### config.mk
export PLATFORM = sky130hd
export DESIGN_NAME = eivt_top
export DESIGN_NICKNAME = d
export VERILOG_FILES = /design/src/hdl/eivt_pc_group.v /design/src/hdl/eivt_prio_enc.v /design/src/hdl/eivt_top.v
export VERILOG_INCLUDE_DIRS = /design/src /design/src/common
export SDC_FILE = /design/constraint.sdc
export NUM_CORES = 1
export LEC_CHECK = 0
export BUFFER_PORTS_ARGS = -buffer_cell sky130_fd_sc_hd__clkbuf_2
export CELL_PAD_IN_SITES_DETAIL_PLACEMENT = 0
export CELL_PAD_IN_SITES_GLOBAL_PLACEMENT = 1
export CORE_ASPECT_RATIO = 2
export CORE_MARGIN = 5
export CORE_UTILIZATION = 33
export DETAILED_ROUTE_END_ITERATION = 8
export GPL_TIMING_DRIVEN = 0
export PLACE_DENSITY = 0.84
export RECOVER_POWER = 25
export SYNTH_ARGS = -nofsm -noshare
export SYNTH_HDL_FRONTEND = slang
export SYNTH_HIERARCHICAL = 1
export SYNTH_SLANG_ARGS = --single-unit
### constraint.sdc
create_clock -name clk_i -period 5.45 [get_ports clk_i]
set_input_delay 1.09 -clock clk_i [delete_from_list [all_inputs] [get_ports clk_i]]
set_output_delay 1.09 -clock clk_i [all_outputs]
set_load 0.005 [all_outputs]
### src/common/eivt_consts.vh
`ifndef EIVT_CONSTS_VH
`define EIVT_CONSTS_VH

// vector addresses, one per source, lowest number first
`define EIVT_VEC_W        10
`define EIVT_VEC_RESET    10'h000
`define EIVT_VEC_EXT      10'h001
`define EIVT_VEC_PCG0     10'h002
`define EIVT_VEC_PCG1     10'h003
`define EIVT_VEC_TMR_CAPT 10'h004
`define EIVT_VEC_TMR_OVF  10'h005
`define EIVT_VEC_TMR_CMPA 10'h006
`define EIVT_VEC_TMR_CMPB 10'h007
`define EIVT_VEC_ACMP     10'h008
`define EIVT_VEC_WDOG     10'h009
`define EIVT_VEC_VMON     10'h00a
`define EIVT_VEC_ADC      10'h00b
`define EIVT_VEC_SER_RXS  10'h00c
`define EIVT_VEC_SER_RXC  10'h00d
`define EIVT_VEC_SER_DRE  10'h00e
`define EIVT_VEC_SER_TXC  10'h00f

// number of maskable sources, vectors 0x001..0x00f
`define EIVT_NSRC         15
// source index of the external pin and pin-change groups
`define EIVT_SRC_EXT      0
`define EIVT_SRC_PCG0     1
`define EIVT_SRC_PCG1     2

// sense select encodings
`define EIVT_SENSE_LOW    2'h0
`define EIVT_SENSE_ANY    2'h1
`define EIVT_SENSE_FALL   2'h2
`define EIVT_SENSE_RISE   2'h3

// pin-change group widths
`define EIVT_PC_W         12
`define EIVT_PC_LO_W      8
`define EIVT_PC_HI_W      4

`endif

### src/hdl/eivt_pc_group.v
`timescale 1ns/1ps
`include "eivt_consts.vh"

// one pin-change group: masked toggle detect and sticky flag
module eivt_pc_group #(
	parameter W = 8
) (
	// clock and reset
	input  wire         clk_i,
	input  wire         srst_i,
	// pins and control
	input  wire [W-1:0] pins_i,
	input  wire [W-1:0] mask_i,
	input  wire         flag_clear_i,
	input  wire         ack_i,
	// status
	output reg          flag_o
);
	reg  [W-1:0] last;
	wire         hit;

	// a change on any masked pin, either direction
	assign hit = |((pins_i ^ last) & mask_i);

	always @(posedge clk_i) begin
		if (srst_i) begin
			// track pins in reset: no false change on release
			last   <= pins_i;
			flag_o <= 1'b0;
		end else begin
			last <= pins_i;
			// set wins over clear
			if (hit)
				flag_o <= 1'b1;
			else if (flag_clear_i || ack_i)
				flag_o <= 1'b0;
		end
	end
endmodule

### src/hdl/eivt_prio_enc.v
`timescale 1ns/1ps
`include "eivt_consts.vh"

// lowest pending source index wins
module eivt_prio_enc #(
	parameter N = 15
) (
	// request vector
	input  wire [N-1:0] req_i,
	// result
	output reg          any_o,
	output reg  [3:0]   idx_o
);
	integer k;

	always @* begin
		any_o = 1'b0;
		idx_o = 4'h0;
		for (k = N - 1; k >= 0; k = k - 1) begin
			if (req_i[k]) begin
				any_o = 1'b1;
				idx_o = k[3:0];
			end
		end
	end
endmodule

### src/hdl/eivt_top.v
// What this block does
// - reset vector sits at address zero
// - external pin, groups 0/1 at 1..3
// - timer, comparator, watchdog, monitor, converter 4..b
// - serial sources at c..f in order
// - vector fetched only when interrupt taken
// - pins trigger even when driven as outputs
// - any enabled pin toggle raises request
// - mask bit gates each pin change
// - pin change detect needs no io clock
// - external pin: falling, rising or low level
// - low level keeps requesting while low
// - edges only seen with io clock running
// - low level detected without io clock
// - low must hold through start-up to interrupt
// - early release resumes after sleep, no handler
// - sense 00 low, 01 any, 10 fall, 11 rise
// - pin flag set on edge, cleared, held clear in level
// - two groups 7:0 and 11:8, own enable/flag
// - pulses longer than one clock caught
`timescale 1ns/1ps
`include "eivt_consts.vh"

module eivt_top (
	// clock and reset
	input  wire                   clk_i,
	input  wire                   srst_i,
	// io clock running indication
	input  wire                   io_clk_run_i,
	// pins
	input  wire                   ext_irq_pin_i,
	input  wire [`EIVT_PC_W-1:0]  pin_change_inputs_i,
	// control
	input  wire [1:0]             sense_select_field_i,
	input  wire                   ext_irq_enable_i,
	input  wire                   pin_group0_enable_i,
	input  wire                   pin_group1_enable_i,
	input  wire [`EIVT_PC_LO_W-1:0] pin_change_mask_lo_i,
	input  wire [`EIVT_PC_HI_W-1:0] pin_change_mask_hi_i,
	input  wire                   ext_irq_flag_clear_i,
	input  wire                   pin_group0_flag_clear_i,
	input  wire                   pin_group1_flag_clear_i,
	// other peripheral requests, levels
	input  wire [11:0]            periph_req_i,
	// core side
	input  wire                   global_irq_enable_i,
	input  wire                   sleeping_i,
	input  wire                   startup_done_i,
	input  wire                   vector_ack_i,
	// status
	output reg                    ext_irq_flag_o,
	output reg                    pin_group0_flag_o,
	output reg                    pin_group1_flag_o,
	output reg                    wake_o,
	output reg                    irq_valid_o,
	output reg  [`EIVT_VEC_W-1:0] irq_vector_o,
	output reg  [`EIVT_VEC_W-1:0] reset_vector_o
);

	// --------------------------------------------------------------
	// external pin detection
	// --------------------------------------------------------------
	reg  pin_q;
	reg  pin_seen;
	wire rise;
	wire fall;
	wire ext_edge;
	wire ext_low;
	wire is_level;

	assign rise = pin_seen & ~pin_q & ext_irq_pin_i;
	assign fall = pin_seen & pin_q & ~ext_irq_pin_i;
	assign is_level = (sense_select_field_i == `EIVT_SENSE_LOW);
	// low level, no io clock needed
	assign ext_low = is_level & ~ext_irq_pin_i;

	reg edge_sel;
	always @* begin
		case (sense_select_field_i)
			`EIVT_SENSE_ANY:  edge_sel = rise | fall;
			`EIVT_SENSE_FALL: edge_sel = fall;
			`EIVT_SENSE_RISE: edge_sel = rise;
			default:          edge_sel = 1'b0;
		endcase
	end
	// edges only while io clock runs
	assign ext_edge = edge_sel & io_clk_run_i;

	always @(posedge clk_i) begin
		if (srst_i) begin
			pin_q    <= 1'b0;
			pin_seen <= 1'b0;
		end else if (io_clk_run_i) begin
			// one sample per clock catches longer pulses
			pin_q    <= ext_irq_pin_i;
			pin_seen <= 1'b1;
		end else begin
			// a stopped clock forgets history; no stale edge later
			pin_seen <= 1'b0;
		end
	end

	// --------------------------------------------------------------
	// pin-change groups
	// --------------------------------------------------------------
	wire pcg0_flag;
	wire pcg1_flag;
	wire ack_pcg0;
	wire ack_pcg1;
	wire ack_ext;

	// group 0 on pins 7:0, masked toggle
	eivt_pc_group #(.W(`EIVT_PC_LO_W)) u_pcg0 (
		.clk_i        (clk_i),
		.srst_i       (srst_i),
		.pins_i       (pin_change_inputs_i[`EIVT_PC_LO_W-1:0]),
		.mask_i       (pin_change_mask_lo_i),
		.flag_clear_i (pin_group0_flag_clear_i),
		.ack_i        (ack_pcg0),
		.flag_o       (pcg0_flag)
	);

	eivt_pc_group #(.W(`EIVT_PC_HI_W)) u_pcg1 (
		.clk_i        (clk_i),
		.srst_i       (srst_i),
		.pins_i       (pin_change_inputs_i[`EIVT_PC_W-1:`EIVT_PC_LO_W]),
		.mask_i       (pin_change_mask_hi_i),
		.flag_clear_i (pin_group1_flag_clear_i),
		.ack_i        (ack_pcg1),
		.flag_o       (pcg1_flag)
	);

	// --------------------------------------------------------------
	// external flag
	// --------------------------------------------------------------
	reg ext_flag;
	always @(posedge clk_i) begin
		if (srst_i)
			ext_flag <= 1'b0;
		else if (is_level)
			ext_flag <= 1'b0;
		else if (ext_edge)
			ext_flag <= 1'b1;
		else if (ext_irq_flag_clear_i || ack_ext)
			ext_flag <= 1'b0;
	end

	// --------------------------------------------------------------
	// request arbitration
	// --------------------------------------------------------------
	wire [`EIVT_NSRC-1:0] req;
	wire                  any_req;
	wire [3:0]            win_idx;
	wire                  ext_req;

	assign ext_req = ext_irq_enable_i & (ext_flag | ext_low);
	assign req = {periph_req_i,
		pin_group1_enable_i & pcg1_flag,
		pin_group0_enable_i & pcg0_flag,
		ext_req};

	eivt_prio_enc #(.N(`EIVT_NSRC)) u_prio (
		.req_i (req),
		.any_o (any_req),
		.idx_o (win_idx)
	);

	// no delivery while sleeping until start-up done; a low gone by then is dropped
	wire can_take;
	assign can_take = global_irq_enable_i & ~irq_valid_o & (~sleeping_i | startup_done_i);

	// acks clear the served flag as the vector executes
	assign ack_ext  = vector_ack_i & irq_valid_o & (irq_vector_o == `EIVT_VEC_EXT);
	assign ack_pcg0 = vector_ack_i & irq_valid_o & (irq_vector_o == `EIVT_VEC_PCG0);
	assign ack_pcg1 = vector_ack_i & irq_valid_o & (irq_vector_o == `EIVT_VEC_PCG1);

	wire [`EIVT_VEC_W-1:0] next_vector;
	assign next_vector = `EIVT_VEC_EXT + {{(`EIVT_VEC_W-4){1'b0}}, win_idx};

	always @(posedge clk_i) begin
		if (srst_i) begin
			irq_valid_o    <= 1'b0;
			irq_vector_o   <= `EIVT_VEC_RESET;
			reset_vector_o <= `EIVT_VEC_RESET;
			ext_irq_flag_o <= 1'b0;
			pin_group0_flag_o <= 1'b0;
			pin_group1_flag_o <= 1'b0;
			wake_o         <= 1'b0;
		end else begin
			reset_vector_o <= `EIVT_VEC_RESET;
			ext_irq_flag_o <= ext_flag;
			pin_group0_flag_o <= pcg0_flag;
			pin_group1_flag_o <= pcg1_flag;
			// wake on any pending request, independent of start-up
			wake_o <= sleeping_i & any_req;
			// vector offered only when an interrupt is taken
			if (irq_valid_o) begin
				if (vector_ack_i)
					irq_valid_o <= 1'b0;
			end else if (can_take && any_req) begin
				irq_valid_o  <= 1'b1;
				irq_vector_o <= next_vector;
			end
		end
	end

endmodule

==> impl_metrics.yaml, run 1 <==
outcome:
  run_status: "complete, no violations"
synth:
  synth_commonest_cells: "dfxtp_1, buf_4, nor2_1, xor2_1"
  seq_area_frac_synth: 0.4019
  synth_area_leaders: "dfxtp_1, xor2_1, buf_4"
  yosysWarningCount: 6
  synthArstFlopShare: 0
  syn_avg_cell_area_um2: 9.406
  synth_ff_type: "dfxtp_1"
  synth.cell_area_um2: 1345
  synth_seq_cells: 27
  synth_area_leader_cell: "dfxtp_1"
  synthCells: 143
  netlist.area_leader.share: 0.4019
  yosysUniqueCellTypes: 42
  yosysMostFrequentCell: "dfxtp_1"
  synth_edf_count: 0
sta:
  hold_violations: 0
  min_period_ps: 2579
  finalMaxSlewViolations: 0
  worstMarginPinSlew_ps: 534.0
  final-setup-viol-count: 0
  post-route-period-util: 0.4732
  holdWs_ps: 499.4
  finalClockSkew_ps: 2.063
  fin_tns_setup_ps: 0
  fmax_ghz: 0.3878
  grt_setup_unrepaired: "no"
  max_slew_margin: 0.6407
placed_design:
  port_buffers: 61
  placed_area_um2: 1768
  dpl.hpwl_um: 2827
  gp_congestion: 0.7369
setup_path:
  arrival_ps: 2770
  critical_path.max_fanout: 5
  critPathCaptureType: "flop"
  r2r_slack_ps: 3500
  startpoint_type: "input pin"
  worstPathRequired_ps: 5640
  worstSetupPathType: "input pin to flop"
min_path:
  hold_path_class: "flop to flop"
layout:
  design_area_um2: 1805
  layout-drive-gt1-share: 0.3559
  area_growth_pct: 34.23
  utilization: 0.4462
  insertedDiodeCount: 0
  fillers: 452
  finalNetCount: 276
power:
  vdd_drop_max_uv: 101.5
  p_leak_nw: 0.8515
  power.density_nw_per_um2: 230.1
die:
  io_pins: 77
  die_area_um2: 5530
  die_h_um: 100.3
  row_count: 33
  core_um2: 4046
  start_util: 0.3324
  fp.dieW_um: 55.15
cts:
  clkSinkCount: 27
  cts_inserted_buffers: 3
  htreeDepth: 1
  cts_tree: "built"
  cts_root_buf: "clkbuf_8"
  clkLatencyLatePin_ps: 270
  cts_hold_buf: 0
  clockBufferDepth: 2
  post-cts-setup-buffers: 0
  clkTransAtPathRegs_ps: 90
  ctsResizeCount: 0
global_route:
  track_usage: 0.1227
  antenna_found_initial: 0
  grt_pass1_wl_um: 5037
  grt_max_degree: 17
  grt_pass1_vias: 1235
  grt_overflow: 0
detailed_routing:
  dr.pass1.iters: 4
  viasPerCell: 4.562
  first_iter_violations: 14
  vias: 1250
  drc: 0
  drt_wl_total_um: 3256
  wire_per_inst_um: 11.88
  ant_nets: 0
flow_run:
  drv_cap: 0
per-stage QoR:
stage	setup WS, ps	power, mW	instances
2_1_floorplan	2931	0.2700	157
3_3_place_gp	2623	0.3063	270
3_5_place_dp	2557	0.3076	270
4_1_cts	2838	0.4225	274
5_1_grt	2536	0.4413	274
6_report	2871	0.4155	274
state kept, by name, indices dropped and copies added, names as in the netlist:
register,count
pin_seen,1
u_pcg0/flag_o,1
pin_group1_flag_o,1
wake_o,1
ext_irq_flag_o,1
ext_flag,1
pin_q,1
irq_vector_o,5
u_pcg1/flag_o,1
pin_group0_flag_o,1
u_pcg0/last,8
u_pcg1/last,4
irq_valid_o,1
cell type report:
class / count / area (µm²) / area share
tap: 52 / 65.06 / 0.03604
multi-input combinational: 111 / 721.9 / 0.3999
sequential: 27 / 540.5 / 0.2994
buffer: 17 / 127.6 / 0.07069
clock inverter: 1 / 7.507 / 0.004158
inverter: 2 / 7.507 / 0.004158
clock buffer: 3 / 41.29 / 0.02287
timing repair buffer: 61 / 294.0 / 0.1629
cells in the final DEF, fill, tap and decap left out, types with 2 or more instances in the layout:
cell and count:
nor4_1 5, a222oi_1 2, nand3_1 5, a21oi_1 7, and2_1 2, conb_1 15
o31ai_1 2, o21ai_0 4, a211oi_1 3, clkbuf_2 52, buf_4 15, a22oi_1 2
nand2_1 2, clkbuf_8 3, dfxtp_1 27, clkbuf_1 10, nor2_1 14, xor2_1 13
a21oi_2 3, inv_1 2, nor2b_1 7, and3b_1 3, nand2b_1 2
report_power, final:
part | internal (mW) | total [mW] | switching [mW]
registers | 0.209 | 0.217 | 0.00767
logic | 0.0458 | 0.0850 | 0.0392
clock network | 0.0518 | 0.114 | 0.0619
total | 0.307 | 0.416 | 0.109
path summary, 6_finish.rpt:
path,start,endpoint,cells past startpoint
worst max register to register,u_pcg1/flag_o,irq_vector_o[3],6
worst max-delay path,sense_select_field_i[0],irq_vector_o[3],8
worst min register to register,ext_flag,ext_irq_flag_o,1
worst min-delay path,ext_flag,ext_irq_flag_o,1
critical path: stages:
cell and delay (ps):
clkbuf_2 120, nor3_1 60, o21a_1 220, nor4_1 350, a21boi_0 410, nand3_1 140
xor2_1 160, a211oi_1 210
routing by layer:
| metal | global-route usage | part of all wire | up-vias | wire length (µm) |
|---|---|---|---|---|
| met2 | 0.2235 | 0.57 | 48 | 1844 |
| met4 | 0.06929 | 0.023 | 0 | 75 |
| met3 | 0.01634 | 0.093 | 4 | 303 |
| li1 | - | - | 642 | - |
| met5 | 0 | 0 | - | 0 |
| met1 | 0.1234 | 0.32 | 556 | 1033 |
cell families (layout without fill, tap and decap cells):
group | after synthesis | in the layout | share of synthesized area
buffers and inverters | 19 | 84 | 0.1005
adders and majority gates | 1 | 1 | 0.009301
and+or+nand+nor | 47 | 47 | 0.2019
other | 1 | 15 | 0.002788
AOI/OAI and AO/OA | 33 | 33 | 0.1851
DFF | 27 | 27 | 0.4019
xor gates and xnor gates | 14 | 14 | 0.09116
muxes | 1 | 1 | 0.007442
No activity file was read; power rests on OpenSTA's default activity.
==> run 2: changes to the inputs <==
--- a/config.mk
+++ b/config.mk
@@ -11,10 +11,10 @@
 export CELL_PAD_IN_SITES_GLOBAL_PLACEMENT = 1
 export CORE_ASPECT_RATIO = 2
 export CORE_MARGIN = 5
-export CORE_UTILIZATION = 33
+export CORE_UTILIZATION = 28
 export DETAILED_ROUTE_END_ITERATION = 8
 export GPL_TIMING_DRIVEN = 0
-export PLACE_DENSITY = 0.84
+export PLACE_DENSITY = 0.76
 export RECOVER_POWER = 25
 export SYNTH_ARGS = -nofsm -noshare
 export SYNTH_HDL_FRONTEND = slang
==> constraint.sdc (replaced) <==
create_clock -name clk_i -period 2.1 [get_ports clk_i]
set_input_delay 0.42 -clock clk_i [delete_from_list [all_inputs] [get_ports clk_i]]
set_output_delay 0.42 -clock clk_i [all_outputs]
set_load 0.005 [all_outputs]
==> run 2 against run 1 <==
Setup slack worse by 2700 ps; non-clock buffer count unchanged; sequential cell count unchanged; critical endpoint is now irq_vector_o[4]; sequential share of layout area down 0.17 points; register-to-register slack worse by 3300 ps; combinational power rose to 2.6 times the previous value; largest cell class unchanged; routed wire length up 4.7%; clock skew up 2.9 ps; first-iteration DRC count up 71%.
==> impl_metrics.yaml, run 2 (synthesis gave the netlist of run 1 again) <==
cts:
  cts_tree: "built"
  htreeDepth: 1
  post-cts-setup-buffers: 0
  clkTransAtPathRegs_ps: 100
  cts_hold_buf: 0
  clkSinkCount: 27
  cts_root_buf: "clkbuf_8"
  cts_inserted_buffers: 3
  clockBufferDepth: 2
  clkLatencyLatePin_ps: 270
sta:
  finalClockSkew_ps: 4.954
  fmax_ghz: 0.5293
  grt_setup_unrepaired: "no"
  post-route-period-util: 0.8997
  min_period_ps: 1889
  hold_violations: 0
  finalMaxSlewViolations: 0
  max_slew_margin: 0.6471
  final-setup-viol-count: 0
  setup_ws_ps: 210.6
  worstMarginPinSlew_ps: 524.4
  holdWs_ps: 265.0
setup_path:
  worstSetupPathType: "flop to flop"
  arrival_ps: 2090
  r2r_slack_ps: 210
  critical_path.max_fanout: 4
  r2r-end: "irq_vector_o[4]"
  startpoint_type: "flop"
  r2r_start: "u_pcg1/flag_o"
  critPathCaptureType: "flop"
  worst_r2r_path_depth: 8
  worstPathRequired_ps: 2300
global_route:
  antenna_found_initial: 0
  grt_pass1_wl_um: 5181
  grt_overflow: 0
  grt_max_degree: 17
  grt_pass1_vias: 1279
  track_usage: 0.1066
placed_design:
  pre_cts_ws_ps: -111.1
  port_buffers: 61
  dpl.hpwl_um: 3011
  gp_congestion: 0.7501
  placed_area_um2: 1772
  dpl.cell_count: 273
layout:
  insertedDiodeCount: 0
  finalNetCount: 276
  area_growth_pct: 34.98
  layout_commonest_cell: "clkbuf_2"
  largest_reg_flops: 8
  top_register: "u_pcg0/last"
  layout-drive-gt1-share: 0.3604
  design_area_um2: 1815
  fin_cells: 277
  top_regs: "u_pcg0/last x8, irq_vector_o x5, u_pcg1/last x4"
  mostFrequentLayoutCells: "clkbuf_2, dfxtp_1, buf_4, conb_1, nor2_1"
detailed_routing:
  wire_per_inst_um: 12.31
  dr.pass1.iters: 4
  ant_nets: 0
  first_iter_violations: 24
  viasPerCell: 4.455
  vias: 1234
  drt_wl_total_um: 3409
  drc: 0
die:
  die_h_um: 108.0
  start_util: 0.2898
  fp.dieW_um: 59.01
  row_count: 35
  io_pins: 77
  die_area_um2: 6374
  core_um2: 4642
min_path:
  hold_end: "u_pcg1/last[2]"
  hp-start: "pin_change_inputs_i[10]"
  hold_path_class: "input pin to flop"
  hold_path_depth: 1
power:
  vdd_drop_max_uv: 317.1
  power.density_nw_per_um2: 596.8
  p_leak_nw: 0.8532
flow_run:
  drv_cap: 0
outcome:
  run_status: "complete, no violations"
run 2: cell count changes in the layout (fill, tap and decap cells not counted):
cell	before	now
a21boi_0	1	0
a21boi_1	0	1
nor4_1	5	4
nor4_2	0	1
run 2: worst max-delay path by stage:
stage	startpoint	to	slack (ps)	depth (start not counted)
after floorplan	pin_group1_enable_i	irq_vector_o[3]	250	6
after global placement	sense_select_field_i[0]	irq_vector_o[3]	-60	8
after detailed placement	sense_select_field_i[0]	irq_vector_o[3]	-110	8
after CTS	u_pcg1/flag_o	irq_vector_o[3]	70	6
after global routing	u_pcg1/flag_o	irq_vector_o[3]	7	6
final	u_pcg1/flag_o	irq_vector_o[4]	210	8
run 2: worst max-delay path, cell delays in order (launching register included):
cell      delay [ps]
dfxtp_1          340
and2_1           190
nor2_1           110
a221oi_1          80
a311oi_1         440
ha_1             270
and3_1           160
nand3_1           80
a21oi_1          140
run 2: what timing repair did:
item                                    4_1_cts  5_1_grt
gates resized for setup                       0        2
endpoints found under the setup margin        0        2
hold endpoints to repair                      0        0
run 2: per-stage QoR:
step	utilization	setup TNS [ps]	power [mW]
CTS	0.3922	0	1.101
global placement	0.3817	-63.50	0.7975
floorplan	-	0	0.7008
finish	0.3911	0	1.084
global route	0.3911	0	1.153
detailed placement	0.3817	-119.4	0.8011
run 2: area by class of cell:
cell class | count | area, µm²
Timing Repair Buffer | 61 | 294.0
Fill cell | 520 | 2826
Multi-Input combinational cell | 111 | 728.2
Tap cell | 55 | 68.82
Sequential cell | 27 | 540.5
Clock buffer | 3 | 41.29
Clock inverter | 1 | 7.507
Inverter | 2 | 7.507
Buffer | 17 | 127.6
run 2: metal layers:
metal  part of all wire  up-vias  global-route usage
li1                   -      642                   -
met1               0.34      538              0.1004
met2               0.56       48              0.1986
met3              0.072        6             0.01912
met4              0.031        0             0.06969
met5                  0        -                   0
run 2: report_power, final:
part	internal [mW]	switching (mW)
sequential	0.543	0.0206
clock	0.135	0.163
combinational	0.120	0.103
